$ cat src/core/telemetry_map.vh
// command codes, reset values and sample kinds of the telemetry bank
`ifndef TELEMETRY_MAP_VH
`define TELEMETRY_MAP_VH

// read-word command codes
`define CMD_VIN 8'h88
`define CMD_IIN 8'h89
`define CMD_VOUT 8'h8b
`define CMD_IOUT 8'h8c
`define CMD_TEXT 8'h8d
`define CMD_TINT 8'h8e
`define CMD_POUT 8'h96
`define CMD_PIN 8'h97
`define CMD_FINE_IOUT 8'hbb
`define CMD_IIN_MAX 8'hc4
`define CMD_IIN_LOW 8'hc5
`define CMD_PIN_MAX 8'hc6
`define CMD_PIN_LOW 8'hc7
`define CMD_IOUT_MAX 8'hd7
`define CMD_IOUT_LOW 8'hd8
`define CMD_VOUT_MAX 8'hdd
`define CMD_VIN_MAX 8'hde
`define CMD_TEXT_MAX 8'hdf
`define CMD_SENSE_DIFF 8'hfa
`define CMD_VOUT_LOW 8'hfb
`define CMD_VIN_LOW 8'hfc
`define CMD_TEXT_LOW 8'hfd

// reinitialisation values of the trackers, reset value of the readings
`define L11_MAX_INIT 16'h7c00
`define L11_LOW_INIT 16'h7bff
`define VOUT_MAX_INIT 16'hf800
`define VOUT_LOW_INIT 16'hffff
`define READING_INIT 16'h0000

// L11 field layout
`define L11_EXP_MSB 15
`define L11_EXP_LSB 11
`define L11_MANT_MSB 10
`define L11_EXP_MAX 6'sh0f
`define L11_EXP_MIN -6'sh10

// input current range: exponent drop per range step
`define IIN_RANGE_SHIFT 6'h01

// largest accepted diode ideality code
`define DIODE_IDEALITY_LIMIT 8'h80

// sample kinds on the adc result port
`define KIND_VIN 4'h0
`define KIND_IIN 4'h1
`define KIND_VOUT 4'h2
`define KIND_IOUT 4'h3
`define KIND_TEXT 4'h4
`define KIND_TINT 4'h5
`define KIND_POUT 4'h6
`define KIND_FINE_IOUT 4'h7
`define KIND_SENSE_DIFF 4'h8

`endif

$ cat src/core/telemetry_bank.v
// read-only telemetry bank with running maxima and minima, two channels
//
// Summary of operation
// - input voltage read returns latest sample
// - input current scaled by range field
// - input power is current times voltage
// - output voltage read per page, L16
// - input current maximum, reinit 0x7c00
// - input current minimum, reinit 0x7bff
// - input power maximum, reinit 0x7c00
// - input power minimum, reinit 0x7bff
// - external temperature feeds all temperature use
// - internal temperature substitutes invalid external
// - invalid when pin stuck or ideality high
// - internal temperature otherwise affects nothing
// - fine output current read, 2.5mA lsb
// - sense differential read per page
// - unpaged input voltage running maximum
// - unpaged input voltage running minimum
// - paged output voltage maximum and minimum
// - paged output current maximum and minimum
// - paged external temperature maximum and minimum
// - paged output power read
// - output voltage maximum reinit 0xf800
`timescale 1ns/1ns
`default_nettype none
`include "telemetry_map.vh"

module telemetry_bank (
    input wire CLOCK_IN,
    input wire RST_N_IN,
    input wire CMD_READ_IN,
    input wire CMD_WRITE_IN,
    input wire [7:0] CMD_CODE_IN,
    input wire PAGE_IN,
    output reg [15:0] RD_DATA_OUT,
    output reg RD_VALID_OUT,
    output reg CMD_NACK_OUT,
    input wire SAMPLE_VALID_IN,
    input wire [3:0] SAMPLE_KIND_IN,
    input wire SAMPLE_CHAN_IN,
    input wire [15:0] SAMPLE_DATA_IN,
    input wire [1:0] IIN_RANGE_IN,
    input wire [1:0] TEMP_STUCK_IN,
    input wire [15:0] IDEALITY_IN,
    input wire [1:0] CLEAR_FAULTS_IN,
    input wire [1:0] CHAN_ON_IN
);

    ////////////////////////////////////////////////////////////////////////
    // L11 helpers

    // L11 word to signed fixed point, value times 2^16
    function signed [47:0] l11_key;
        input [15:0] w;
        reg signed [4:0] e;
        reg signed [47:0] m;
        begin
            e = w[`L11_EXP_MSB:`L11_EXP_LSB];
            m = {{37{w[`L11_MANT_MSB]}}, w[`L11_MANT_MSB:0]};
            l11_key = m <<< (e + 6'sd16);
        end
    endfunction

    // L11 product with renormalised mantissa, saturating exponent
    function [15:0] l11_mul;
        input [15:0] a;
        input [15:0] b;
        reg signed [21:0] p;
        reg signed [6:0] e;
        integer k;
        begin
            p = $signed(a[10:0]) * $signed(b[10:0]);
            e = $signed(a[15:11]) + $signed(b[15:11]);
            // normalise overflow and lift an underflowing exponent
            for (k = 0; k < 16; k = k + 1) begin
                if (p > 22'sd1023 || p < -22'sd1024 || e < -7'sd16) begin
                    p = p >>> 1;
                    e = e + 7'sd1;
                end
            end
            if (e > 7'sd15) begin
                l11_mul = p[21] ? `L11_MAX_INIT : `L11_LOW_INIT;
            end else begin
                l11_mul = {e[4:0], p[10:0]};
            end
        end
    endfunction

    ////////////////////////////////////////////////////////////////////////
    // sample decode and clear events

    wire smp_vin = SAMPLE_VALID_IN && SAMPLE_KIND_IN == `KIND_VIN;
    wire smp_iin = SAMPLE_VALID_IN && SAMPLE_KIND_IN == `KIND_IIN;
    wire smp_tint = SAMPLE_VALID_IN && SAMPLE_KIND_IN == `KIND_TINT;

    reg [1:0] on_q;
    wire [1:0] turn_on = CHAN_ON_IN & ~on_q;
    // per page clear: clear-faults to it or its off-to-on edge
    wire [1:0] clr_page = CLEAR_FAULTS_IN | turn_on;
    // unpaged trackers clear on any page event
    wire clr_any = |clr_page;

    // remember previous channel enables for edge detection
    always @(posedge CLOCK_IN or negedge RST_N_IN) begin
        if (!RST_N_IN) begin
            on_q <= 2'h0;
        end else begin
            on_q <= CHAN_ON_IN;
        end
    end

    ////////////////////////////////////////////////////////////////////////
    // unpaged input readings

    reg [15:0] vin_q, iin_q, pin_q, tint_q;
    reg pin_upd_q;
    wire [15:0] pin_d = l11_mul(iin_q, vin_q);

    // raw current lowered by range: exponent drops per step
    wire [5:0] iin_drop = {4'h0, IIN_RANGE_IN} * `IIN_RANGE_SHIFT;
    wire signed [5:0] iin_exp = $signed({SAMPLE_DATA_IN[15],
        SAMPLE_DATA_IN[15:11]}) - $signed(iin_drop);
    wire [15:0] iin_scaled = (iin_exp < `L11_EXP_MIN) ?
        {5'h10, SAMPLE_DATA_IN[10:0]} : {iin_exp[4:0], SAMPLE_DATA_IN[10:0]};

    // latest samples, power recomputed after either operand moves
    always @(posedge CLOCK_IN or negedge RST_N_IN) begin
        if (!RST_N_IN) begin
            vin_q <= `READING_INIT;
            iin_q <= `READING_INIT;
            pin_q <= `READING_INIT;
            tint_q <= `READING_INIT;
            pin_upd_q <= 1'b0;
        end else begin
            if (smp_vin) begin
                vin_q <= SAMPLE_DATA_IN;
            end
            if (smp_iin) begin
                iin_q <= iin_scaled;
            end
            if (smp_tint) begin
                tint_q <= SAMPLE_DATA_IN; // also substitutes for an invalid external temperature
            end
            pin_upd_q <= smp_vin | smp_iin;
            if (pin_upd_q) begin
                pin_q <= pin_d;
            end
        end
    end

    ////////////////////////////////////////////////////////////////////////
    // unpaged trackers

    reg [15:0] vin_max_q, vin_low_q, iin_max_q, iin_low_q;
    reg [15:0] pin_max_q, pin_low_q;

    // replace only on a strictly larger or smaller sample
    always @(posedge CLOCK_IN or negedge RST_N_IN) begin
        if (!RST_N_IN) begin
            vin_max_q <= `L11_MAX_INIT;
            vin_low_q <= `L11_LOW_INIT;
            iin_max_q <= `L11_MAX_INIT;
            iin_low_q <= `L11_LOW_INIT;
            pin_max_q <= `L11_MAX_INIT;
            pin_low_q <= `L11_LOW_INIT;
        end else if (clr_any) begin
            vin_max_q <= `L11_MAX_INIT;
            vin_low_q <= `L11_LOW_INIT;
            iin_max_q <= `L11_MAX_INIT;
            iin_low_q <= `L11_LOW_INIT;
            pin_max_q <= `L11_MAX_INIT;
            pin_low_q <= `L11_LOW_INIT;
        end else begin
            if (smp_vin && l11_key(SAMPLE_DATA_IN) > l11_key(vin_max_q)) begin
                vin_max_q <= SAMPLE_DATA_IN;
            end
            if (smp_vin && l11_key(SAMPLE_DATA_IN) < l11_key(vin_low_q)) begin
                vin_low_q <= SAMPLE_DATA_IN;
            end
            if (smp_iin && l11_key(iin_scaled) > l11_key(iin_max_q)) begin
                iin_max_q <= iin_scaled;
            end
            if (smp_iin && l11_key(iin_scaled) < l11_key(iin_low_q)) begin
                iin_low_q <= iin_scaled;
            end
            if (pin_upd_q && l11_key(pin_d) > l11_key(pin_max_q)) begin
                pin_max_q <= pin_d;
            end
            if (pin_upd_q && l11_key(pin_d) < l11_key(pin_low_q)) begin
                pin_low_q <= pin_d;
            end
        end
    end

    ////////////////////////////////////////////////////////////////////////
    // paged channel readings and trackers

    wire [31:0] vout_w, iout_w, temp_w, pout_w, fine_w, sense_w;
    wire [31:0] vout_max_w, vout_low_w, iout_max_w, iout_low_w;
    wire [31:0] temp_max_w, temp_low_w;

    genvar i;
    generate
        for (i = 0; i < 2; i = i + 1) begin : chan
            reg [15:0] vout_q, iout_q, temp_q, pout_q, fine_q, sense_q;
            reg [15:0] vout_max_q, vout_low_q, iout_max_q, iout_low_q;
            reg [15:0] temp_max_q, temp_low_q;
            wire mine = SAMPLE_VALID_IN && SAMPLE_CHAN_IN == i;
            wire s_vout = mine && SAMPLE_KIND_IN == `KIND_VOUT;
            wire s_iout = mine && SAMPLE_KIND_IN == `KIND_IOUT;
            wire s_text = mine && SAMPLE_KIND_IN == `KIND_TEXT;
            // sense network valid unless stuck or diode too ideal-poor
            wire ext_ok = !TEMP_STUCK_IN[i] &&
                IDEALITY_IN[8*i+7:8*i] <= `DIODE_IDEALITY_LIMIT;
            // substitute: take internal value while external invalid
            wire t_upd = s_text | (smp_tint & ~ext_ok);
            wire [15:0] t_new = (s_text && ext_ok) ? SAMPLE_DATA_IN :
                (smp_tint ? SAMPLE_DATA_IN : tint_q);

            // latest per channel samples
            always @(posedge CLOCK_IN or negedge RST_N_IN) begin
                if (!RST_N_IN) begin
                    vout_q <= `READING_INIT;
                    iout_q <= `READING_INIT;
                    temp_q <= `READING_INIT;
                    pout_q <= `READING_INIT;
                    fine_q <= `READING_INIT;
                    sense_q <= `READING_INIT;
                end else begin
                    if (s_vout) begin
                        vout_q <= SAMPLE_DATA_IN;
                    end
                    if (s_iout) begin
                        iout_q <= SAMPLE_DATA_IN;
                    end
                    if (t_upd) begin
                        temp_q <= t_new;
                    end
                    if (mine && SAMPLE_KIND_IN == `KIND_POUT) begin
                        pout_q <= SAMPLE_DATA_IN;
                    end
                    if (mine && SAMPLE_KIND_IN == `KIND_FINE_IOUT) begin
                        fine_q <= SAMPLE_DATA_IN;
                    end
                    if (mine && SAMPLE_KIND_IN == `KIND_SENSE_DIFF) begin
                        sense_q <= SAMPLE_DATA_IN;
                    end
                end
            end

            // running extremes, cleared by this page's events
            always @(posedge CLOCK_IN or negedge RST_N_IN) begin
                if (!RST_N_IN) begin
                    vout_max_q <= `VOUT_MAX_INIT;
                    vout_low_q <= `VOUT_LOW_INIT;
                    iout_max_q <= `L11_MAX_INIT;
                    iout_low_q <= `L11_LOW_INIT;
                    temp_max_q <= `L11_MAX_INIT;
                    temp_low_q <= `L11_LOW_INIT;
                end else if (clr_page[i]) begin
                    vout_max_q <= `VOUT_MAX_INIT;
                    vout_low_q <= `VOUT_LOW_INIT;
                    iout_max_q <= `L11_MAX_INIT;
                    iout_low_q <= `L11_LOW_INIT;
                    temp_max_q <= `L11_MAX_INIT;
                    temp_low_q <= `L11_LOW_INIT;
                end else begin
                    // L16 unsigned; the max init code stands for zero
                    if (s_vout && (vout_max_q == `VOUT_MAX_INIT ||
                            SAMPLE_DATA_IN > vout_max_q)) begin
                        vout_max_q <= SAMPLE_DATA_IN;
                    end
                    if (s_vout && SAMPLE_DATA_IN < vout_low_q) begin
                        vout_low_q <= SAMPLE_DATA_IN;
                    end
                    if (s_iout && l11_key(SAMPLE_DATA_IN) >
                            l11_key(iout_max_q)) begin
                        iout_max_q <= SAMPLE_DATA_IN;
                    end
                    if (s_iout && l11_key(SAMPLE_DATA_IN) <
                            l11_key(iout_low_q)) begin
                        iout_low_q <= SAMPLE_DATA_IN;
                    end
                    if (t_upd && l11_key(t_new) > l11_key(temp_max_q)) begin
                        temp_max_q <= t_new;
                    end
                    if (t_upd && l11_key(t_new) < l11_key(temp_low_q)) begin
                        temp_low_q <= t_new;
                    end
                end
            end

            assign vout_w[16*i+15:16*i] = vout_q;
            assign iout_w[16*i+15:16*i] = iout_q;
            assign temp_w[16*i+15:16*i] = temp_q;
            assign pout_w[16*i+15:16*i] = pout_q;
            assign fine_w[16*i+15:16*i] = fine_q;
            assign sense_w[16*i+15:16*i] = sense_q;
            assign vout_max_w[16*i+15:16*i] = vout_max_q;
            assign vout_low_w[16*i+15:16*i] = vout_low_q;
            assign iout_max_w[16*i+15:16*i] = iout_max_q;
            assign iout_low_w[16*i+15:16*i] = iout_low_q;
            assign temp_max_w[16*i+15:16*i] = temp_max_q;
            assign temp_low_w[16*i+15:16*i] = temp_low_q;
        end
    endgenerate

    ////////////////////////////////////////////////////////////////////////
    // read-word decode

    wire [4:0] pg = {PAGE_IN, 4'h0};
    reg [15:0] rd_d;
    reg hit_d;

    // select the word for the command code and current page
    always @* begin
        hit_d = 1'b1;
        rd_d = 16'h0000;
        case (CMD_CODE_IN)
            `CMD_VIN: rd_d = vin_q;
            `CMD_IIN: rd_d = iin_q;
            `CMD_PIN: rd_d = pin_q;
            `CMD_VOUT: rd_d = vout_w[pg +: 16];
            `CMD_IOUT: rd_d = iout_w[pg +: 16];
            `CMD_TEXT: rd_d = temp_w[pg +: 16];
            `CMD_TINT: rd_d = tint_q;
            `CMD_POUT: rd_d = pout_w[pg +: 16];
            `CMD_FINE_IOUT: rd_d = fine_w[pg +: 16];
            `CMD_IIN_MAX: rd_d = iin_max_q;
            `CMD_IIN_LOW: rd_d = iin_low_q;
            `CMD_PIN_MAX: rd_d = pin_max_q;
            `CMD_PIN_LOW: rd_d = pin_low_q;
            `CMD_IOUT_MAX: rd_d = iout_max_w[pg +: 16];
            `CMD_IOUT_LOW: rd_d = iout_low_w[pg +: 16];
            `CMD_VOUT_MAX: rd_d = vout_max_w[pg +: 16];
            `CMD_VIN_MAX: rd_d = vin_max_q;
            `CMD_TEXT_MAX: rd_d = temp_max_w[pg +: 16];
            `CMD_SENSE_DIFF: rd_d = sense_w[pg +: 16];
            `CMD_VOUT_LOW: rd_d = vout_low_w[pg +: 16];
            `CMD_VIN_LOW: rd_d = vin_low_q;
            `CMD_TEXT_LOW: rd_d = temp_low_w[pg +: 16];
            default: hit_d = 1'b0;
        endcase
    end

    // answer one cycle after the request; writes and unknown read codes refused
    always @(posedge CLOCK_IN or negedge RST_N_IN) begin
        if (!RST_N_IN) begin
            RD_DATA_OUT <= 16'h0000;
            RD_VALID_OUT <= 1'b0;
            CMD_NACK_OUT <= 1'b0;
        end else begin
            RD_VALID_OUT <= CMD_READ_IN && hit_d;
            CMD_NACK_OUT <= CMD_WRITE_IN || (CMD_READ_IN && !hit_d);
            if (CMD_READ_IN && hit_d) begin
                RD_DATA_OUT <= rd_d;
            end
        end
    end

endmodule
`default_nettype wire

$ cat config.mk
export PLATFORM = sky130hd
export DESIGN_NAME = telemetry_bank
export DESIGN_NICKNAME = d
export VERILOG_FILES = /design/src/core/telemetry_bank.v
export VERILOG_INCLUDE_DIRS = /design/src /design/src/core
export SDC_FILE = /design/constraint.sdc
export NUM_CORES = 2
export LEC_CHECK = 0
export BUFFER_PORTS_ARGS = -buffer_cell sky130_fd_sc_hd__buf_4
export CAP_MARGIN = 10
export CORE_UTILIZATION = 36
export DETAILED_ROUTE_END_ITERATION = 16
export PLACE_DENSITY_LB_ADDON = 0.1
export SETUP_SLACK_MARGIN = 0.2
export SLEW_MARGIN = 20
export SYNTH_ARGS = -nofsm -noshare
export SYNTH_HDL_FRONTEND = slang
export SYNTH_SLANG_ARGS = --single-unit
$ cat constraint.sdc
create_clock -name CLOCK_IN -period 27.2 [get_ports CLOCK_IN]
set_input_delay 1.36 -clock CLOCK_IN [delete_from_list [all_inputs] [get_ports CLOCK_IN]]
set_output_delay 1.36 -clock CLOCK_IN [all_outputs]
set_load 0.1 [all_outputs]
==> results.ini <==
[timing]
worstMarginPinSlew_ps=1190
fin_crit_ps=25460
drv_slew=0
hold_viol=0
fin_hold_ws_ps=477
fmax_ghz=0.0393
rsz0062_at_grt=no
slew-limit-headroom_pct=20.4
finalCritPeriodShare_pct=93.6
clock_skew_ps=33.8
setup_viol=0

[clock_network]
cts.clk_slew.worst_paths_ps=50
root_buffer=clkbuf_16
h-tree-depth=3
cts_tree=built
holdBufCountCts=0
insertion_delay_ps=670
cts_sinks=565
clock_path_buffers=3
numCtsBuffers=72

[worst_hold_path]
worstHoldPathType=register to register
min_to=RD_DATA_OUT[9]
holdPathStages=2
min_from=RD_DATA_OUT[9]

[floorplan]
die-area_sq_um=198000
pin_count=77
coreArea_sq_um=195000
initial_core_util_pct=36.2
die_w_um=445
fp.dieH_um=445
fp-row-count=162

[synthesis]
syn_nets=9860
yosys.area_share.simple_pct=20.2
synthMuxAreaShare_pct=13.6
synth-compound-area-share_pct=23.4
ys_seq_area_share_pct=20.3
netlist_instances=8975
synth_top_family_by_area=compound AO/OA/AOI/OAI gates
synth_cell_type_count=142
syn_avg_cell_area_sq_um=7.88
async_reset_ff_share_pct=100
netlist_area_sq_um=70700
synth_top_flop_cell=dfrtp_1
synth_edf_count=0
yosys_register_bits=565
synth-xor-area-share_pct=1.34
synth_fa_ha_area_share_pct=15.9
yosysWarnings=0

[worst_setup_path]
cp_max_fo=16
crit_type=register to register
crit_path_end_kind=register
regToRegSetupSlack_ps=1740
r2r_end=pin_low_q[9]
reg2reg_depth=102
max_stage_delay_ps=680
critPathLaunchType=register
crit_arrival_ps=26040
cp_data_required_time_ps=27770
worst_path_max_delay_cell=fa_2
cpMostUsedCell=a21oi_1
r2r-start=vin_q[3]

[grt]
grt-ovfl-total=0
grt_pass1_vias=65000
grt_usage_pct=28.6
met1_usage_pct=37.5
use_met2_pct=48.5
grt_first_pass_wirelength_um=431000
top_usage_layer=met2
met3_usage_pct=2.52
grt_max_degree=154
antenna_found_initial=13

[place]
dpl.hpwl_um=223000
gp_congestion=0.953
port_buffers=76

[status]
status=complete, no violations

[routing]
dr.first_iter.drc_count=5860
vias=68100
antenna_left=0
routedWlPerCell_um=25.5
wl_um=291000
drc=0
first_pass_iters=6
viasPerCell=5.97

[finish]
areaGrowthSynthToFinish_pct=8.22
layout_commonest_cell=nand2_1
final_cell_mix=nand2_1, o21ai_0, nor2_1
fillers=20400
drive_gt1_share_pct=11.7
layout.nets=9607

[run]
drv_cap=0

[how the worst max path moves through the flow]
stage,from,to,slack [ps],depth (start not counted)
detailed placement,vin_q[3],pin_low_q[9],-230,100
global route,vin_q[2],pin_low_q[5],180,105
floorplan,iin_q[3],pin_low_q[11],2760,113
finish,vin_q[3],pin_low_q[9],1740,102
global placement,vin_q[3],pin_low_q[6],410,101
CTS,vin_q[10],pin_low_q[9],330,99
[per-layer routing]
metal	vias up	part of all wire, %
li1	32200	-
met1	33400	44
met2	2032	48
met3	438	4.6
met4	6	4.0
met5	-	0.013
[final cells by class]
class	count	area (sq um)	area share (%)
diodes	6	15.0	0.0196
clock buffers	113	2190	2.86
clock inverters	20	170	0.222
inverters	377	1420	1.85
multi-input cells	7441	53000	69.3
flip-flops and latches	565	14400	18.8
well taps	2624	3280	4.29
repair buffers	265	2040	2.66
[cell families after synthesis]
group,after synthesis
compound gates,2559
fa+ha+maj,826
simple gates,3051
mux,910
xor+xnor,95
buf+inv,969
flops,565
[synthesized netlist by cell type (18+ instances only)]
| cell | number | area, sq um |
|---|---|---|
| nand2b_1 | 197 | 1230 |
| nor3b_1 | 20 | 150 |
| and2_1 | 88 | 551 |
| a22oi_1 | 170 | 1280 |
| o21ai_1 | 25 | 125 |
| ha_1 | 707 | 8850 |
| xnor2_1 | 72 | 631 |
| nand2_1 | 1132 | 4250 |
| inv_1 | 365 | 1370 |
| o22ai_1 | 92 | 576 |
| o31ai_1 | 26 | 195 |
| o21ai_0 | 738 | 3690 |
| a21oi_1 | 650 | 3250 |
| nor3_1 | 100 | 500 |
| a221oi_1 | 81 | 709 |
| clkbuf_1 | 501 | 1880 |
| nor2b_1 | 212 | 1330 |
| nor2_1 | 725 | 2720 |
| a211oi_1 | 57 | 428 |
| o211ai_1 | 110 | 826 |
| buf_1 | 60 | 225 |
| mux2i_1 | 641 | 6420 |
| dfrtp_1 | 390 | 9760 |
| nor4_1 | 35 | 219 |
| mux2_2 | 250 | 2820 |
| nand3_1 | 189 | 946 |
| or2_2 | 29 | 181 |
| fa_1 | 119 | 2380 |
| a22o_1 | 24 | 210 |
| a222oi_1 | 48 | 480 |
| or3_1 | 29 | 181 |
| nand4_1 | 163 | 1020 |
| o31a_1 | 38 | 333 |
| and3_1 | 47 | 294 |
| a21o_1 | 129 | 968 |
| o21a_1 | 73 | 548 |
| dfstp_2 | 175 | 4600 |
| o32ai_1 | 18 | 158 |
| a31oi_1 | 55 | 344 |
[worst max-delay path, delay by kind of cell (launching register included)]
family,cells,cell delay (ps)
adder cells (fa/ha/maj),13,5260
AO/OA/AOI/OAI,36,7980
XOR/XNOR,5,1350
buffers and inverters,8,910
flip-flops,1,530
AND/OR/NAND/NOR,32,7360
multiplexers,8,1950
[what timing repair did]
item                       in CTS  in global routing
setup endpoints to repair      32                 32
pin swaps                       1                  3
hold endpoints to repair        0                  0
gates resized for setup         3                 39
buffers inserted                2                  8
[metrics by stage]
step	utilization, %	setup WS, ps	TNS, ps	cell area (sq um)	instances
after floorplan	-	2760	0	70700	8975
after global placement	37.8	408	0	73800	11300
after detailed placement	37.8	-230	-4560	73800	11300
after CTS	39.1	330	0	76200	11400
after global routing	39.2	177	0	76500	11400
final	39.2	1740	0	76500	11400
Power is left out: the tool's default activity adds up to more than one toggle a clock period on the data nets, which glitch-free logic cannot reach.
